File: config.mk
export PLATFORM = sky130hd
export DESIGN_NAME = sap_audio_port
export DESIGN_NICKNAME = d
export VERILOG_FILES = /design/src/core/sap_pkg.sv /design/src/core/sap_word_if.sv /design/src/core/sap_pair_buf.sv /design/src/core/sap_audio_port.sv
export SDC_FILE = /design/constraint.sdc
export NUM_CORES = 1
export LEC_CHECK = 0
export BUFFER_PORTS_ARGS = -buffer_cell sky130_fd_sc_hd__buf_4
export CAP_MARGIN = 15
export CORE_ASPECT_RATIO = 1.75
export CORE_UTILIZATION = 55
export DETAILED_ROUTE_END_ITERATION = 8
export PLACE_DENSITY = 0.73
export RECOVER_POWER = 50
export SLEW_MARGIN = 20
export SYNTH_ARGS = -nofsm -noshare
export SYNTH_HDL_FRONTEND = slang
export SYNTH_SLANG_ARGS = --single-unit
File: constraint.sdc
create_clock -name clk -period 7.3 [get_ports clk]
set_input_delay 1.46 -clock clk [delete_from_list [all_inputs] [get_ports clk]]
set_output_delay 1.46 -clock clk [all_outputs]
set_load 0.01 [all_outputs]
File: src/core/sap_pkg.sv
/*
 * Constants and types shared by the stereo audio port modules.
 * Assumes a 250 MHz core clock and a divided master clock on a pin.
 */
// What this block does
// RQ1: Samples wait in two four-word FIFOs, one for each channel.
// RQ2: A sequencer moves FIFO words into the output shift path.
// RQ3: An interrupt rises when the FIFOs hand over their last word.
// RQ4: The channel select clock is high for left and low for right.
// RQ5: Playback runs with no gaps between samples while FIFOs hold data.
// RQ6: The control link is a two-bit port that software toggles.
// RQ7: One sample per channel goes out in every 48 kHz period; the code takes 320 master rises per frame, 50 kHz at 16 MHz.
// RQ8: Timing comes from a master clock divided down from 64 MHz.
// RQ9: The processor reaches FIFOs, interrupt and control port by bus.
// RQ10: Serial data leaves MSB first, aligned to channel select.
// RQ11: A write clears the interrupt; an empty FIFO sends zeros.
package sap_pkg;
   // ----------------------------------------------------------------
   // sizes and counts
   // ----------------------------------------------------------------
   localparam int WORD_W = 32;
   localparam int SAMPLE_W = 16;
   localparam int FIFO_DEPTH = 4;
   localparam int BUF_DEPTH = 2;
   localparam int SAMPLE_RATE_HZ = 48000;
   localparam int SYS_CLK_HZ = 64_000_000;
   localparam int MCLK_DIV = 4;
   localparam int SLOTS_PER_FRAME = 64;
   // master clock rises per bit slot, rounded down
   localparam int MCLK_PER_BIT =
      SYS_CLK_HZ / MCLK_DIV / SAMPLE_RATE_HZ / SLOTS_PER_FRAME;
   localparam logic [2:0] BIT_LAST = 3'(MCLK_PER_BIT - 1);
   localparam logic [5:0] SLOT_LAST = 6'h3F;
   localparam logic [2:0] FIFO_FULL = 3'h4;
   // ----------------------------------------------------------------
   // reset values
   // ----------------------------------------------------------------
   localparam logic RST_LRCK = 1'b0;
   localparam logic RST_SDA_OE = 1'b0;

   typedef enum logic {SAP_ST_IDLE, SAP_ST_RUN} sap_state_t;

   // pick one bit of a sample, zero past the sample width
   function automatic logic sap_pick(input logic [SAMPLE_W-1:0] w,
                                     input logic [4:0] idx);
      sap_pick = idx[4] ? 1'b0 : w[4'hF - idx[3:0]];
   endfunction : sap_pick
endpackage : sap_pkg

File: src/core/sap_word_if.sv
/*
 * Valid/ready word carrier between the buffer and the sequencer.
 * Assumes both ends share one clock.
 */
`timescale 1ns/1ps
interface sap_word_if;
   logic valid;
   logic ready;
   logic [31:0] data;
   modport src (output valid, output data, input ready);
   modport snk (input valid, input data, output ready);
endinterface : sap_word_if

File: src/core/sap_pair_buf.sv
/*
 * Two-entry buffer on the processor write path.
 * Assumes the drain side may stall for any number of cycles.
 */
`timescale 1ns/1ps
module sap_pair_buf (
   // clock and reset
   input wire logic clk,
   input wire logic rst_n,
   input wire logic ce,
   // fill side
   input wire logic in_valid,
   input wire logic [31:0] in_data,
   output logic in_ready,
   // drain side
   sap_word_if.src out
);
   logic [31:0] mem [sap_pkg::BUF_DEPTH];
   logic wp_reg, wp_next, rp_reg, rp_next;
   logic [1:0] cnt_reg, cnt_next;
   logic rdy_reg, rdy_next;
   logic push, pop;

   // ----------------------------------------------------------------
   // next state
   // ----------------------------------------------------------------
   always_comb begin
      push = in_valid && rdy_reg;
      pop = out.ready && (cnt_reg != 2'h0);
      wp_next = wp_reg ^ push;
      rp_next = rp_reg ^ pop;
      cnt_next = cnt_reg + {1'b0, push} - {1'b0, pop};
      // registered ready: stall reaches the writer one cycle late is
      // avoided since full is judged on the next count
      rdy_next = (cnt_next != 2'h2);
   end

   // registers; storage needs no reset
   always_ff @(posedge clk) begin
      if (!rst_n) begin
         wp_reg <= 1'b0;
         rp_reg <= 1'b0;
         cnt_reg <= 2'h0;
         rdy_reg <= 1'b1;
      end else if (ce) begin
         if (push) begin
            mem[wp_reg] <= in_data;
         end
         wp_reg <= wp_next;
         rp_reg <= rp_next;
         cnt_reg <= cnt_next;
         rdy_reg <= rdy_next;
      end
   end

   assign in_ready = rdy_reg;
   assign out.valid = (cnt_reg != 2'h0);
   assign out.data = mem[rp_reg];
endmodule : sap_pair_buf

File: src/core/sap_audio_port.sv
/*
 * Serial audio port toward a stereo DAC, plus the software-driven
 * two-bit control port. Assumes writes arrive from bus glue on clk and
 * the divided master clock arrives on a pin from another domain.
 */
`timescale 1ns/1ps
module sap_audio_port (
   // clock and reset
   input wire logic clk,
   input wire logic rst_n,
   input wire logic ce,
   // processor side: left in [31:16], right in [15:0]
   input wire logic play_en,
   input wire logic wr_valid,
   input wire logic [31:0] wr_data,
   output logic wr_ready,
   output logic irq,
   // software control bits
   input wire logic scl_sw,
   input wire logic sda_sw,
   output logic sda_in_sw,
   // dac pins
   input wire logic master_clk_in,
   output logic master_clk,
   output logic channel_select_clock,
   output logic serial_sample_out,
   output logic dac_scl,
   output logic dac_sda_out,
   output logic dac_sda_oe,
   input wire logic dac_sda_in
);
   sap_word_if wif ();

   // ----------------------------------------------------------------
   // write buffer
   // ----------------------------------------------------------------
   sap_pair_buf u_buf (
      .clk(clk),
      .rst_n(rst_n),
      .ce(ce),
      .in_valid(wr_valid),
      .in_data(wr_data),
      .in_ready(wr_ready),
      .out(wif.src)
   );

   // ----------------------------------------------------------------
   // pin synchronisers
   // ----------------------------------------------------------------
   logic [2:0] mc_sync_reg, mc_sync_next;
   logic [2:0] sda_sync_reg, sda_sync_next;
   logic mc_lvl_reg, mc_lvl_next;
   logic sda_lvl_reg, sda_lvl_next;
   logic mc_rise;

   // a level counts only once stages two and three agree
   always_comb begin
      mc_sync_next = {mc_sync_reg[1:0], master_clk_in};
      sda_sync_next = {sda_sync_reg[1:0], dac_sda_in};
      mc_lvl_next = (mc_sync_reg[1] == mc_sync_reg[2]) ?
                    mc_sync_reg[2] : mc_lvl_reg;
      sda_lvl_next = (sda_sync_reg[1] == sda_sync_reg[2]) ?
                     sda_sync_reg[2] : sda_lvl_reg;
      mc_rise = mc_lvl_next && !mc_lvl_reg;   // RQ8
   end

   always_ff @(posedge clk) begin
      if (!rst_n) begin
         mc_sync_reg <= 3'h0;
         sda_sync_reg <= 3'h7;
         mc_lvl_reg <= 1'b0;
         sda_lvl_reg <= 1'b1;
      end else if (ce) begin
         mc_sync_reg <= mc_sync_next;
         sda_sync_reg <= sda_sync_next;
         mc_lvl_reg <= mc_lvl_next;
         sda_lvl_reg <= sda_lvl_next;
      end
   end

   // ----------------------------------------------------------------
   // control port: plain bits, software does the protocol
   // ----------------------------------------------------------------
   logic scl_reg, oe_reg, sdain_reg;

   // open drain: drive low only, release for a one
   always_ff @(posedge clk) begin
      if (!rst_n) begin
         scl_reg <= 1'b1;
         oe_reg <= sap_pkg::RST_SDA_OE;
         sdain_reg <= 1'b1;
      end else if (ce) begin
         scl_reg <= scl_sw;       // RQ6
         oe_reg <= !sda_sw;       // RQ6
         sdain_reg <= sda_lvl_reg;   // RQ6
      end
   end

   // ----------------------------------------------------------------
   // channel fifos and sequencer
   // ----------------------------------------------------------------
   logic [15:0] left_mem [sap_pkg::FIFO_DEPTH];
   logic [15:0] right_mem [sap_pkg::FIFO_DEPTH];
   logic [1:0] wp_reg, wp_next, rp_reg, rp_next;
   logic [2:0] cnt_reg, cnt_next;
   sap_pkg::sap_state_t state_reg, state_next;
   logic [2:0] div_reg, div_next;
   logic [5:0] slot_reg, slot_next;
   logic [15:0] lw_reg, lw_next, rw_reg, rw_next;
   logic lrck_reg, lrck_next, sdo_reg, sdo_next;
   logic irq_reg, irq_next, mclk_reg;
   logic push, pop, tick;

   assign wif.ready = (cnt_reg != sap_pkg::FIFO_FULL);   // RQ1

   always_comb begin
      state_next = state_reg;
      div_next = div_reg;
      slot_next = slot_reg;
      lw_next = lw_reg;
      rw_next = rw_reg;
      lrck_next = lrck_reg;
      sdo_next = sdo_reg;
      pop = 1'b0;
      tick = 1'b0;
      push = wif.valid && wif.ready;   // RQ9
      case (state_reg)
         sap_pkg::SAP_ST_IDLE: begin
            slot_next = sap_pkg::SLOT_LAST;
            div_next = 3'h0;
            lrck_next = sap_pkg::RST_LRCK;
            sdo_next = 1'b0;
            if (play_en) begin
               state_next = sap_pkg::SAP_ST_RUN;
            end
         end
         sap_pkg::SAP_ST_RUN: begin
            if (!play_en) begin
               state_next = sap_pkg::SAP_ST_IDLE;
            end else if (mc_rise) begin
               tick = (div_reg == sap_pkg::BIT_LAST);   // RQ7
               div_next = tick ? 3'h0 : div_reg + 3'h1;
            end
            if (tick) begin
               slot_next = slot_reg + 6'h01;   // RQ5
               if (slot_next == 6'h00) begin
                  // empty fifo sends silence rather than stalling
                  pop = (cnt_reg != 3'h0);   // RQ2
                  lw_next = pop ? left_mem[rp_reg] : 16'h0000;   // RQ11
                  rw_next = pop ? right_mem[rp_reg] : 16'h0000;  // RQ11
               end
               lrck_next = !slot_next[5];   // RQ4
               sdo_next = slot_next[5] ?   // RQ10
                  sap_pkg::sap_pick(rw_next, slot_next[4:0]) :
                  sap_pkg::sap_pick(lw_next, slot_next[4:0]);
            end
         end
         default: begin
            state_next = sap_pkg::SAP_ST_IDLE;
         end
      endcase
      wp_next = wp_reg + {1'b0, push};
      rp_next = rp_reg + {1'b0, pop};
      cnt_next = cnt_reg + {2'h0, push} - {2'h0, pop};
      // last word handed over raises it; a refill write clears it,
      // but a new raise in the same cycle wins
      if (pop && cnt_next == 3'h0) begin
         irq_next = 1'b1;   // RQ3
      end else if (push) begin
         irq_next = 1'b0;   // RQ11
      end else begin
         irq_next = irq_reg;
      end
   end

   // sequencer and fifo registers; storage needs no reset
   always_ff @(posedge clk) begin
      if (!rst_n) begin
         state_reg <= sap_pkg::SAP_ST_IDLE;
         div_reg <= 3'h0;
         slot_reg <= sap_pkg::SLOT_LAST;
         lw_reg <= 16'h0000;
         rw_reg <= 16'h0000;
         lrck_reg <= sap_pkg::RST_LRCK;
         sdo_reg <= 1'b0;
         irq_reg <= 1'b0;
         mclk_reg <= 1'b0;
         wp_reg <= 2'h0;
         rp_reg <= 2'h0;
         cnt_reg <= 3'h0;
      end else if (ce) begin
         if (push) begin
            left_mem[wp_reg] <= wif.data[31:16];   // RQ1
            right_mem[wp_reg] <= wif.data[15:0];   // RQ1
         end
         state_reg <= state_next;
         div_reg <= div_next;
         slot_reg <= slot_next;
         lw_reg <= lw_next;
         rw_reg <= rw_next;
         lrck_reg <= lrck_next;
         sdo_reg <= sdo_next;
         irq_reg <= irq_next;
         mclk_reg <= mc_lvl_reg;   // RQ8
         wp_reg <= wp_next;
         rp_reg <= rp_next;
         cnt_reg <= cnt_next;
      end
   end

   // ----------------------------------------------------------------
   // outputs, all from flops except the tied-low dac_sda_out
   // ----------------------------------------------------------------
   assign irq = irq_reg;
   assign master_clk = mclk_reg;
   assign channel_select_clock = lrck_reg;
   assign serial_sample_out = sdo_reg;
   assign dac_scl = scl_reg;
   assign dac_sda_out = 1'b0;
   assign dac_sda_oe = oe_reg;
   assign sda_in_sw = sdain_reg;
endmodule : sap_audio_port

# ---- Word-level counts from Yosys, hierarchy flattened
# Memories as Yosys holds them, arrays and structs flattened. A register that Yosys moved wholly into a read port is not among the register bits.
# Index checks and enable logic that the tools add are counted.
dict set report word_totals {
  mem_bits_rw 192
  output_inout_bits 9
  n_memories 3
  register_bits 69
  input_bits 41
}
dict set report classes {
  bitwise 3
  n_lt_le_gt_ge 1
  muxes 49
  n_reduce_logical 17
  n_eq_ne 8
  addsub 9
}
# memory words width rd rd_ports_with_merged_regs write_ports line_no
set mem_list {}
lappend mem_list {left_mem 4 16 1 1 1 sap_audio_port.sv:102} ;# logic [15:0] left_mem [sap_pkg::FIFO_DEPTH];
lappend mem_list {right_mem 4 16 1 1 1 sap_audio_port.sv:103} ;# logic [15:0] right_mem [sap_pkg::FIFO_DEPTH];
lappend mem_list {u_buf.mem 2 32 1 1 1 sap_pair_buf.sv:18} ;# logic [31:0] mem [sap_pkg::BUF_DEPTH];
# cell n
set op_table {}
lappend op_table {{$mux 16} 8}
lappend op_table {{$mux 1} 27}
lappend op_table {{$pmux 6 s2} 1}
lappend op_table {{$mux 3} 3}
lappend op_table {{$bmux 1 s4} 2}
lappend op_table {{$mux 2} 4}
lappend op_table {{$add 2x1->2} 3}
lappend op_table {{$add 6x1->6 const B} 1}
lappend op_table {{$logic_not 6->1} 1}
lappend op_table {{$mux 6} 1}
lappend op_table {{$ne 2x2->1 const B} 3}
lappend op_table {{$pmux 3 s2} 1}
lappend op_table {{$reduce_and 2->1} 3}
lappend op_table {{$reduce_and 3->1} 2}
lappend op_table {{$lt 4x5->1 const B} 1}
lappend op_table {{$logic_and 1x1->1} 4}
lappend op_table {{$pmux 1 s2} 2}
lappend op_table {{$reduce_bool 2->1} 2}
lappend op_table {{$sub 4x4->4 const A} 1}
lappend op_table {{$add 3x1->3} 1}
lappend op_table {{$add 3x1->3 const B} 1}
lappend op_table {{$eq 3x3->1 const B} 1}
lappend op_table {{$logic_not 1->1} 3}
lappend op_table {{$logic_not 3->1} 1}
lappend op_table {{other kinds (8)} 10}

# ---- Depth between registers and ports, before layout
# Gate-level depths: netlist of run 1.
dict set report depth {
  depth_word 14
  ltp_mapped 17
  ltp_nobuf 15
}

# ---- Modules after synthesis
# Synthesis of run 1 repeated with hierarchy kept, for this count alone.
dict set report hier_totals {
  cells_unflattened 753
  hier_area_um2 10914.2
}
# module seq_area_each_um2 area_each_um2 cells_per_inst n_inst
set modules_own_cells {}
lappend modules_own_cells {sap_audio_port 5165.0 8299.2 620 1}
lappend modules_own_cells {sap_pair_buf 2042.0 2615.0 133 1}

# ---- Worst setup path before layout of run 1
# OpenSTA, ideal clock, no wires.
dict set report synth_timing {
  path_kind {input to register}
  startpoint {in rst_n}
  endpoint {mem left_mem[0][0], enable pin}
  cell_stages 3
  path_buffers 1
  setup_slack_ps 1785
  required_ps 6798
  setup_ps 502
  arrival_time_ps 5013
  cell_sequence {clkbuf_1 clkinv_1 nor4_1}
}
dict set report synth_via {
  elab_chain_len 2
}
# item line_no
set synth_lines {}
lappend synth_lines {{from (decl)} sap_audio_port.sv:10} ;# input wire logic rst_n,
lappend synth_lines {{$mux 1} sap_audio_port.sv:178} ;# if (!rst_n) begin
lappend synth_lines {{$mux 1 (not written as such)} sap_audio_port.sv:193} ;# left_mem[wp_reg] <= wif.data[31:16];
lappend synth_lines {{to (decl)} sap_audio_port.sv:102}
# No other way between the ends.

# ---- Worst setup path in the final report of run 1
dict set report layout_timing {
  startpoint {in ce}
  endpoint {reg rw_reg[6]}
}
dict set report layout_via {
  elab_chain_len 1
}
# item line_no
set layout_lines {}
lappend layout_lines {{from (decl)} sap_audio_port.sv:11} ;# input wire logic ce,
lappend layout_lines {{$reduce_and 3->1 (no line)} --}
lappend layout_lines {{to (signal assigned)} sap_audio_port.sv:200} ;# rw_reg <= rw_next;
lappend layout_lines {{to (decl)} sap_audio_port.sv:109} ;# logic [15:0] lw_reg, lw_next, rw_reg, rw_next;
# No other way between the ends.
# A chain may end at the register's enable or synchronous reset.

==> flow_metrics.py, run 1 <==
metrics = {
    "status": {
        "outcome": "finished with violations",
        "violations": "max-capacitance violations, max-slew violations",
    },
    "global_routing": {
        "antenna_found_initial": 0,
        "grt_pass1_vias": 6428,
        "grt_pass1_wl_mm": 31.37,
        "grtUsageTotal_pct": 19.81,
        "grt_overflow": 0,
        "grt_max_degree": 43,
    },
    "layout": {
        "fin_nets": 845,
        "top_regs": "left_mem: 64 flops, right_mem: 64 flops, u_buf.mem: 64 flops",
        "fin_area_sq_mm": 0.01211,
        "antennaDiodeCount": 0,
        "post-route-util_pct": 62.83,
        "drive_gt1_share_pct": 16.07,
        "layout_commonest_cell": "edfxtp_1",
        "final_cell_mix": "192 x edfxtp_1, 80 x nand2_1, 71 x dfxtp_1, 48 x nor2_1, 34 x mux4_2",
        "syn2layout_area_growth_pct": 11.63,
    },
    "die": {
        "core-area_sq_mm": 0.01928,
        "fp.dieW_um": 108.2,
        "die_h_um": 187.8,
        "start_util_pct": 56.28,
        "ios": 50,
        "die-area_sq_mm": 0.02032,
        "num_rows": 67,
    },
    "setup_path": {
        "critPathKind": "primary input to flop",
        "required_ns": 7.74,
        "crit_fanout": 33,
        "endpoint_kind": "flop",
        "worstPathArrival_ns": 4.93,
        "worstSetupStartpointType": "primary input",
    },
    "route": {
        "drt_pass1_iterations": 5,
        "drt-total-wl_mm": 19.01,
        "via_count": 6106,
        "drt_iter0_drc": 301,
        "drt.antenna.violating_nets": 0,
        "drcViolationCount": 0,
        "vias_per_cell": 5.815,
        "wl_per_cell_um": 18.11,
    },
    "synthesis": {
        "ys_ff_latch": 264,
        "syn-instance-count": 753,
        "ys.warnings.count": 0,
        "synth_top_flop_cell": "edfxtp_1",
        "synth-edff-count": 192,
        "ys_types": 57,
        "synth_area_per_cell_sq_um": 14.41,
        "synthArstFlopShare_pct": 0,
        "ys_seq_area_share_pct": 66.41,
        "synth_area_sq_mm": 0.01085,
        "synthesis.nets": 805,
    },
    "sta": {
        "maxSlewViolCount": 100,
        "finalHoldViolations": 0,
        "period_minus_slack_ns": 4.492,
        "relSlewSlack_pct": -28.87,
        "rsz0062_at_grt": "false",
        "fmax_ghz": 0.2226,
        "tightest_slew_ns": 1.933,
        "skew_ns": 0.02084,
        "post-route-period-util_pct": 61.53,
        "timing.final.ws_setup_ns": 2.808,
        "fin_tns_setup_ns": 0,
        "setup_viol": 0,
    },
    "clocking": {
        "ctsResizeCount": 0,
        "cts_buffer_depth": 3,
        "cts-root-buf": "clkbuf_16",
        "clk_pin_slew_ns": 0.07,
        "post_cts_buffers": 0,
        "ctsHoldBuffers": 0,
        "cts_made_buffers": 23,
        "worstSkewPairLatency_ns": 0.51,
        "clock-sinks": 264,
        "cts_tree": "yes",
        "h-tree-depth": 1,
    },
    "placement": {
        "place_area_sq_mm": 0.01143,
        "hpwl_mm": 12.57,
        "port_buffers": 48,
        "place_ws_ns": 3.016,
        "gp_congestion": 0.8592,
    },
    "run": {
        "cap_violations": 3,
    },
    "power_and_ir_drop": {
        "p_leak_nw": 4.064,
        "design_power_total_mw": 3.353,
        "cellPowerDensity_mw_per_mm2": 276.8,
        "ir_drop_v": 0.0002567,
    },
    "min_path": {
        "holdCritPathClass": "flop to flop",
    },
}
-- synthesized netlist by cell type (11+ instances only) --
master    number  area share [%]
mux2i_1       31             2.9
mux4_2        34             7.1
nand2_1       80             2.8
a21oi_1       30             1.4
buf_2         11            0.51
xor2_1        11            0.89
o21ai_0       21            0.97
and2_1        23             1.3
nor2_1        50             1.7
mux2_2        37             3.8
clkbuf_1      24            0.83
dfxtp_1       72              13
edfxtp_1     192              53
-- power by group --
group | switching, mW | internal, mW
sequential | 0.0319 | 1.71
clock | 0.513 | 0.665
combinational | 0.258 | 0.173
-- worst paths after layout --
check,start,to,slack (ns),cells past startpoint
worst max-delay path,ce,rw_reg[6],2.81,8
worst min-delay path,channel_select_clock,channel_select_clock,0.46,2
worst max register to register,slot_reg[0],irq,2.96,15
worst min register to register,channel_select_clock,channel_select_clock,0.46,2
-- through the flow --
step	instances	hold WS, ns
finish	1050	0.4604
global route	1050	0.4769
CTS	1050	0.4636
detailed placement	1009	0.4544
global placement	1009	0.4388
floorplan	753	0.4329
-- layout make-up --
cell class	instances	area [sq um]
Timing Repair Buffer	60	397.9
Clock inverter	13	127.6
Inverter	12	45.04
Sequential cell	264	7208
Fill cell	1435	7167
Multi-Input combinational cell	432	3430
Tap cell	241	301.5
Clock buffer	28	604.3
-- kinds of logic (layout without fill, tap and decap cells) --
logic type               count (synthesis)  after routing  synth area share (%)
flip-flops                             264            264                 66.41
AND/OR/NAND/NOR                        202            202                 8.694
multiplexers                           102            102                 13.76
AO/OA/AOI/OAI                          100            100                 6.261
buffers and inverters                   57            113                 2.214
XOR/XNOR                                16             16                 1.291
adder cells (fa/ha/maj)                 11             11                 1.337
other                                    1              1               0.03456
-- worst max-delay path, stage by stage --
cell and delay, ns:
clkbuf_1 1.18, inv_1 0.38, nor4_2 0.36, buf_4 0.30, nand2b_1 0.52, a2111oi_0 0.50, a21oi_1 0.09, nor2_1 0.11
-- metal layers --
| layer | wire length (um) | GRT usage, % | part of all wire [%] | up-vias |
|---|---|---|---|---|
| met5 | 0 | 0 | 0 | - |
| li1 | - | - | - | 2899 |
| met2 | 10320 | 36.09 | 54 | 127 |
| met4 | 541 | 7.850 | 2.8 | 0 |
| met3 | 639 | 2.920 | 3.4 | 44 |
| met1 | 7509 | 22.85 | 39 | 3036 |
No activity file was read; power rests on OpenSTA's default activity.
==> inputs of run 2 (changes only) <==
Settings changed: PLACE_DENSITY 0.73 to 0.75.
Clock period 7.3 ns to 3.7 ns, I/O delays scaled along.
==> run 2 against run 1 <==
First-iteration DRC count increased by 17%. Critical path type unchanged. The flow still finishes with violations (max-capacitance violations, max-slew violations). Cell area increased by 1.0%. Sequential cell count stayed put. Largest power group unchanged.
==> flow_metrics.py, run 2 (synthesis gave the netlist of run 1 again) <==
metrics = {
    "placement": {
        "place_area_sq_mm": 0.01150,
        "hpwl_mm": 12.44,
        "place_ws_ns": 0.3625,
        "port_buffers": 48,
        "gp_congestion": 0.8505,
    },
    "sta": {
        "period_minus_slack_ns": 3.428,
        "relSlewSlack_pct": -23.87,
        "maxSlewViolCount": 33,
        "timing.final.ws_setup_ns": 0.2719,
        "fin_tns_setup_ns": 0,
        "rsz0062_at_grt": "false",
        "skew_ns": 0.01237,
        "tightest_slew_ns": 1.858,
        "finalHoldViolations": 0,
        "fmax_ghz": 0.2917,
        "setup_viol": 0,
        "post-route-period-util_pct": 92.65,
    },
    "global_routing": {
        "grt_pass1_vias": 6440,
        "antenna_found_initial": 0,
        "grt_overflow": 0,
        "grt_pass1_wl_mm": 31.62,
        "grt_max_degree": 42,
        "grtUsageTotal_pct": 20.04,
    },
    "layout": {
        "fin_area_sq_mm": 0.01224,
        "antennaDiodeCount": 0,
        "post-route-util_pct": 63.46,
        "final_cell_mix": "192 x edfxtp_1, 80 x nand2_1, 71 x dfxtp_1, 48 x nor2_1, 34 x mux4_2",
        "fin_nets": 852,
        "nFillCells": 1403,
        "syn2layout_area_growth_pct": 12.75,
        "drive_gt1_share_pct": 16.93,
        "layout_commonest_cell": "edfxtp_1",
        "top_regs": "left_mem: 64 flops, right_mem: 64 flops, u_buf.mem: 64 flops",
    },
    "min_path": {
        "min_path_cells": 2,
        "holdCritPathClass": "primary input to flop",
        "min_from": "sda_sw",
        "min_to": "dac_sda_oe",
    },
    "clocking": {
        "cts_made_buffers": 23,
        "ctsHoldBuffers": 0,
        "cts-root-buf": "clkbuf_16",
        "cts_buffer_depth": 3,
        "h-tree-depth": 1,
        "clock-sinks": 264,
        "cts_tree": "yes",
        "worstSkewPairLatency_ns": 0.50,
        "clk_pin_slew_ns": 0.07,
    },
    "die": {
        "ios": 50,
        "core-area_sq_mm": 0.01928,
        "num_rows": 67,
        "die-area_sq_mm": 0.02032,
        "start_util_pct": 56.28,
        "fp.dieW_um": 108.2,
        "die_h_um": 187.8,
    },
    "route": {
        "wl_per_cell_um": 18.42,
        "vias_per_cell": 5.847,
        "drt.antenna.violating_nets": 0,
        "drt_iter0_drc": 352,
        "drcViolationCount": 0,
        "drt-total-wl_mm": 19.45,
        "drt_pass1_iterations": 5,
        "via_count": 6174,
    },
    "setup_path": {
        "required_ns": 3.84,
        "rr_worst_depth": 14,
        "max_stage_delay_ns": 0.88,
        "worstSetupStartpointType": "primary input",
        "crit_fanout": 32,
        "r2r_end": "irq",
        "critPathKind": "primary input to flop",
        "endpoint_kind": "flop",
        "reg2reg_slack_ns": 0.41,
        "cpMaxStageDelayCell": "clkbuf_1",
        "crit_family": "buffers and inverters",
        "critPathBufInv": 3,
        "reg2reg_from": "slot_reg[0]",
        "worstPathArrival_ns": 3.56,
        "crit_chain": "clkbuf_1 > clkinv_1 > nor2_1 > and3_1 > buf_4",
    },
    "power_and_ir_drop": {
        "cellPowerDensity_mw_per_mm2": 554.2,
        "design_power_total_mw": 6.781,
        "ir_drop_v": 0.0004317,
        "p_leak_nw": 4.124,
    },
    "run": {
        "cap_violations": 1,
    },
    "status": {
        "outcome": "finished with violations",
        "violations": "max-capacitance violations, max-slew violations",
    },
}
==> run 2: cell types whose count changed in the layout (fill, tap and decap cells not counted), sizes merged <==
cell	before	now
clkinvlp	3	4
clkbuf	71	68
bufinv	2	5
inv	12	10
clkinv	8	9
buf	17	23
==> run 2: area by class of cell <==
type                       instances  area, sq um  area share [%]
clock buffer                      24        579.3           4.735
clock inverter                    16        207.7           1.698
sequential                       264         7208           58.91
tap                              241        301.5           2.464
timing repair buffer              67        449.2           3.671
inverter                          12        45.04          0.3681
multi-input combinational        432         3445           28.15
==> run 2: repair_timing <==
action | 4_1_cts | 5_1_grt
buffers inserted | 0 | 0
setup endpoints to repair | 0 | 1
resized for setup | 0 | 1
==> run 2: per-stage QoR <==
| stage | instances | hold slack (ns) |
|---|---|---|
| floorplan | 753 | 0.4329 |
| global placement | 1016 | 0.4398 |
| detailed placement | 1016 | 0.4477 |
| CTS | 1056 | 0.4076 |
| global route | 1056 | 0.4181 |
| finish | 1056 | 0.4197 |
==> run 2: where the power goes <==
| part | switching (mW) | total, mW | internal [mW] |
|---|---|---|---|
| registers | 0.0644 | 3.44 | 3.38 |
| logic | 0.512 | 0.861 | 0.349 |
| clock network | 0.996 | 2.48 | 1.48 |
| total | 1.57 | 6.78 | 5.21 |
==> run 2: metal layers <==
layer  up-vias  wire (um)  global-route usage, %
li1       2908          -                      -
met1      3072       7410                  23.25
met2       139      10580                  35.91
met3        55        700                  2.294
met4         0        762                  9.958
met5         -          0                      0
==> run 2: how the worst max path moves through the flow <==
stage                           start               to  slack (ns)  cells after the start
final                           rst_n  left_mem[3][15]        0.27                      5
after global routing      slot_reg[1]              irq        0.05                     14
after CTS                 slot_reg[1]              irq        0.35                     14
after detailed placement  slot_reg[1]              irq        0.36                     14
after global placement    slot_reg[1]              irq        0.53                     14
after floorplan                 rst_n   left_mem[0][0]        0.22                      3
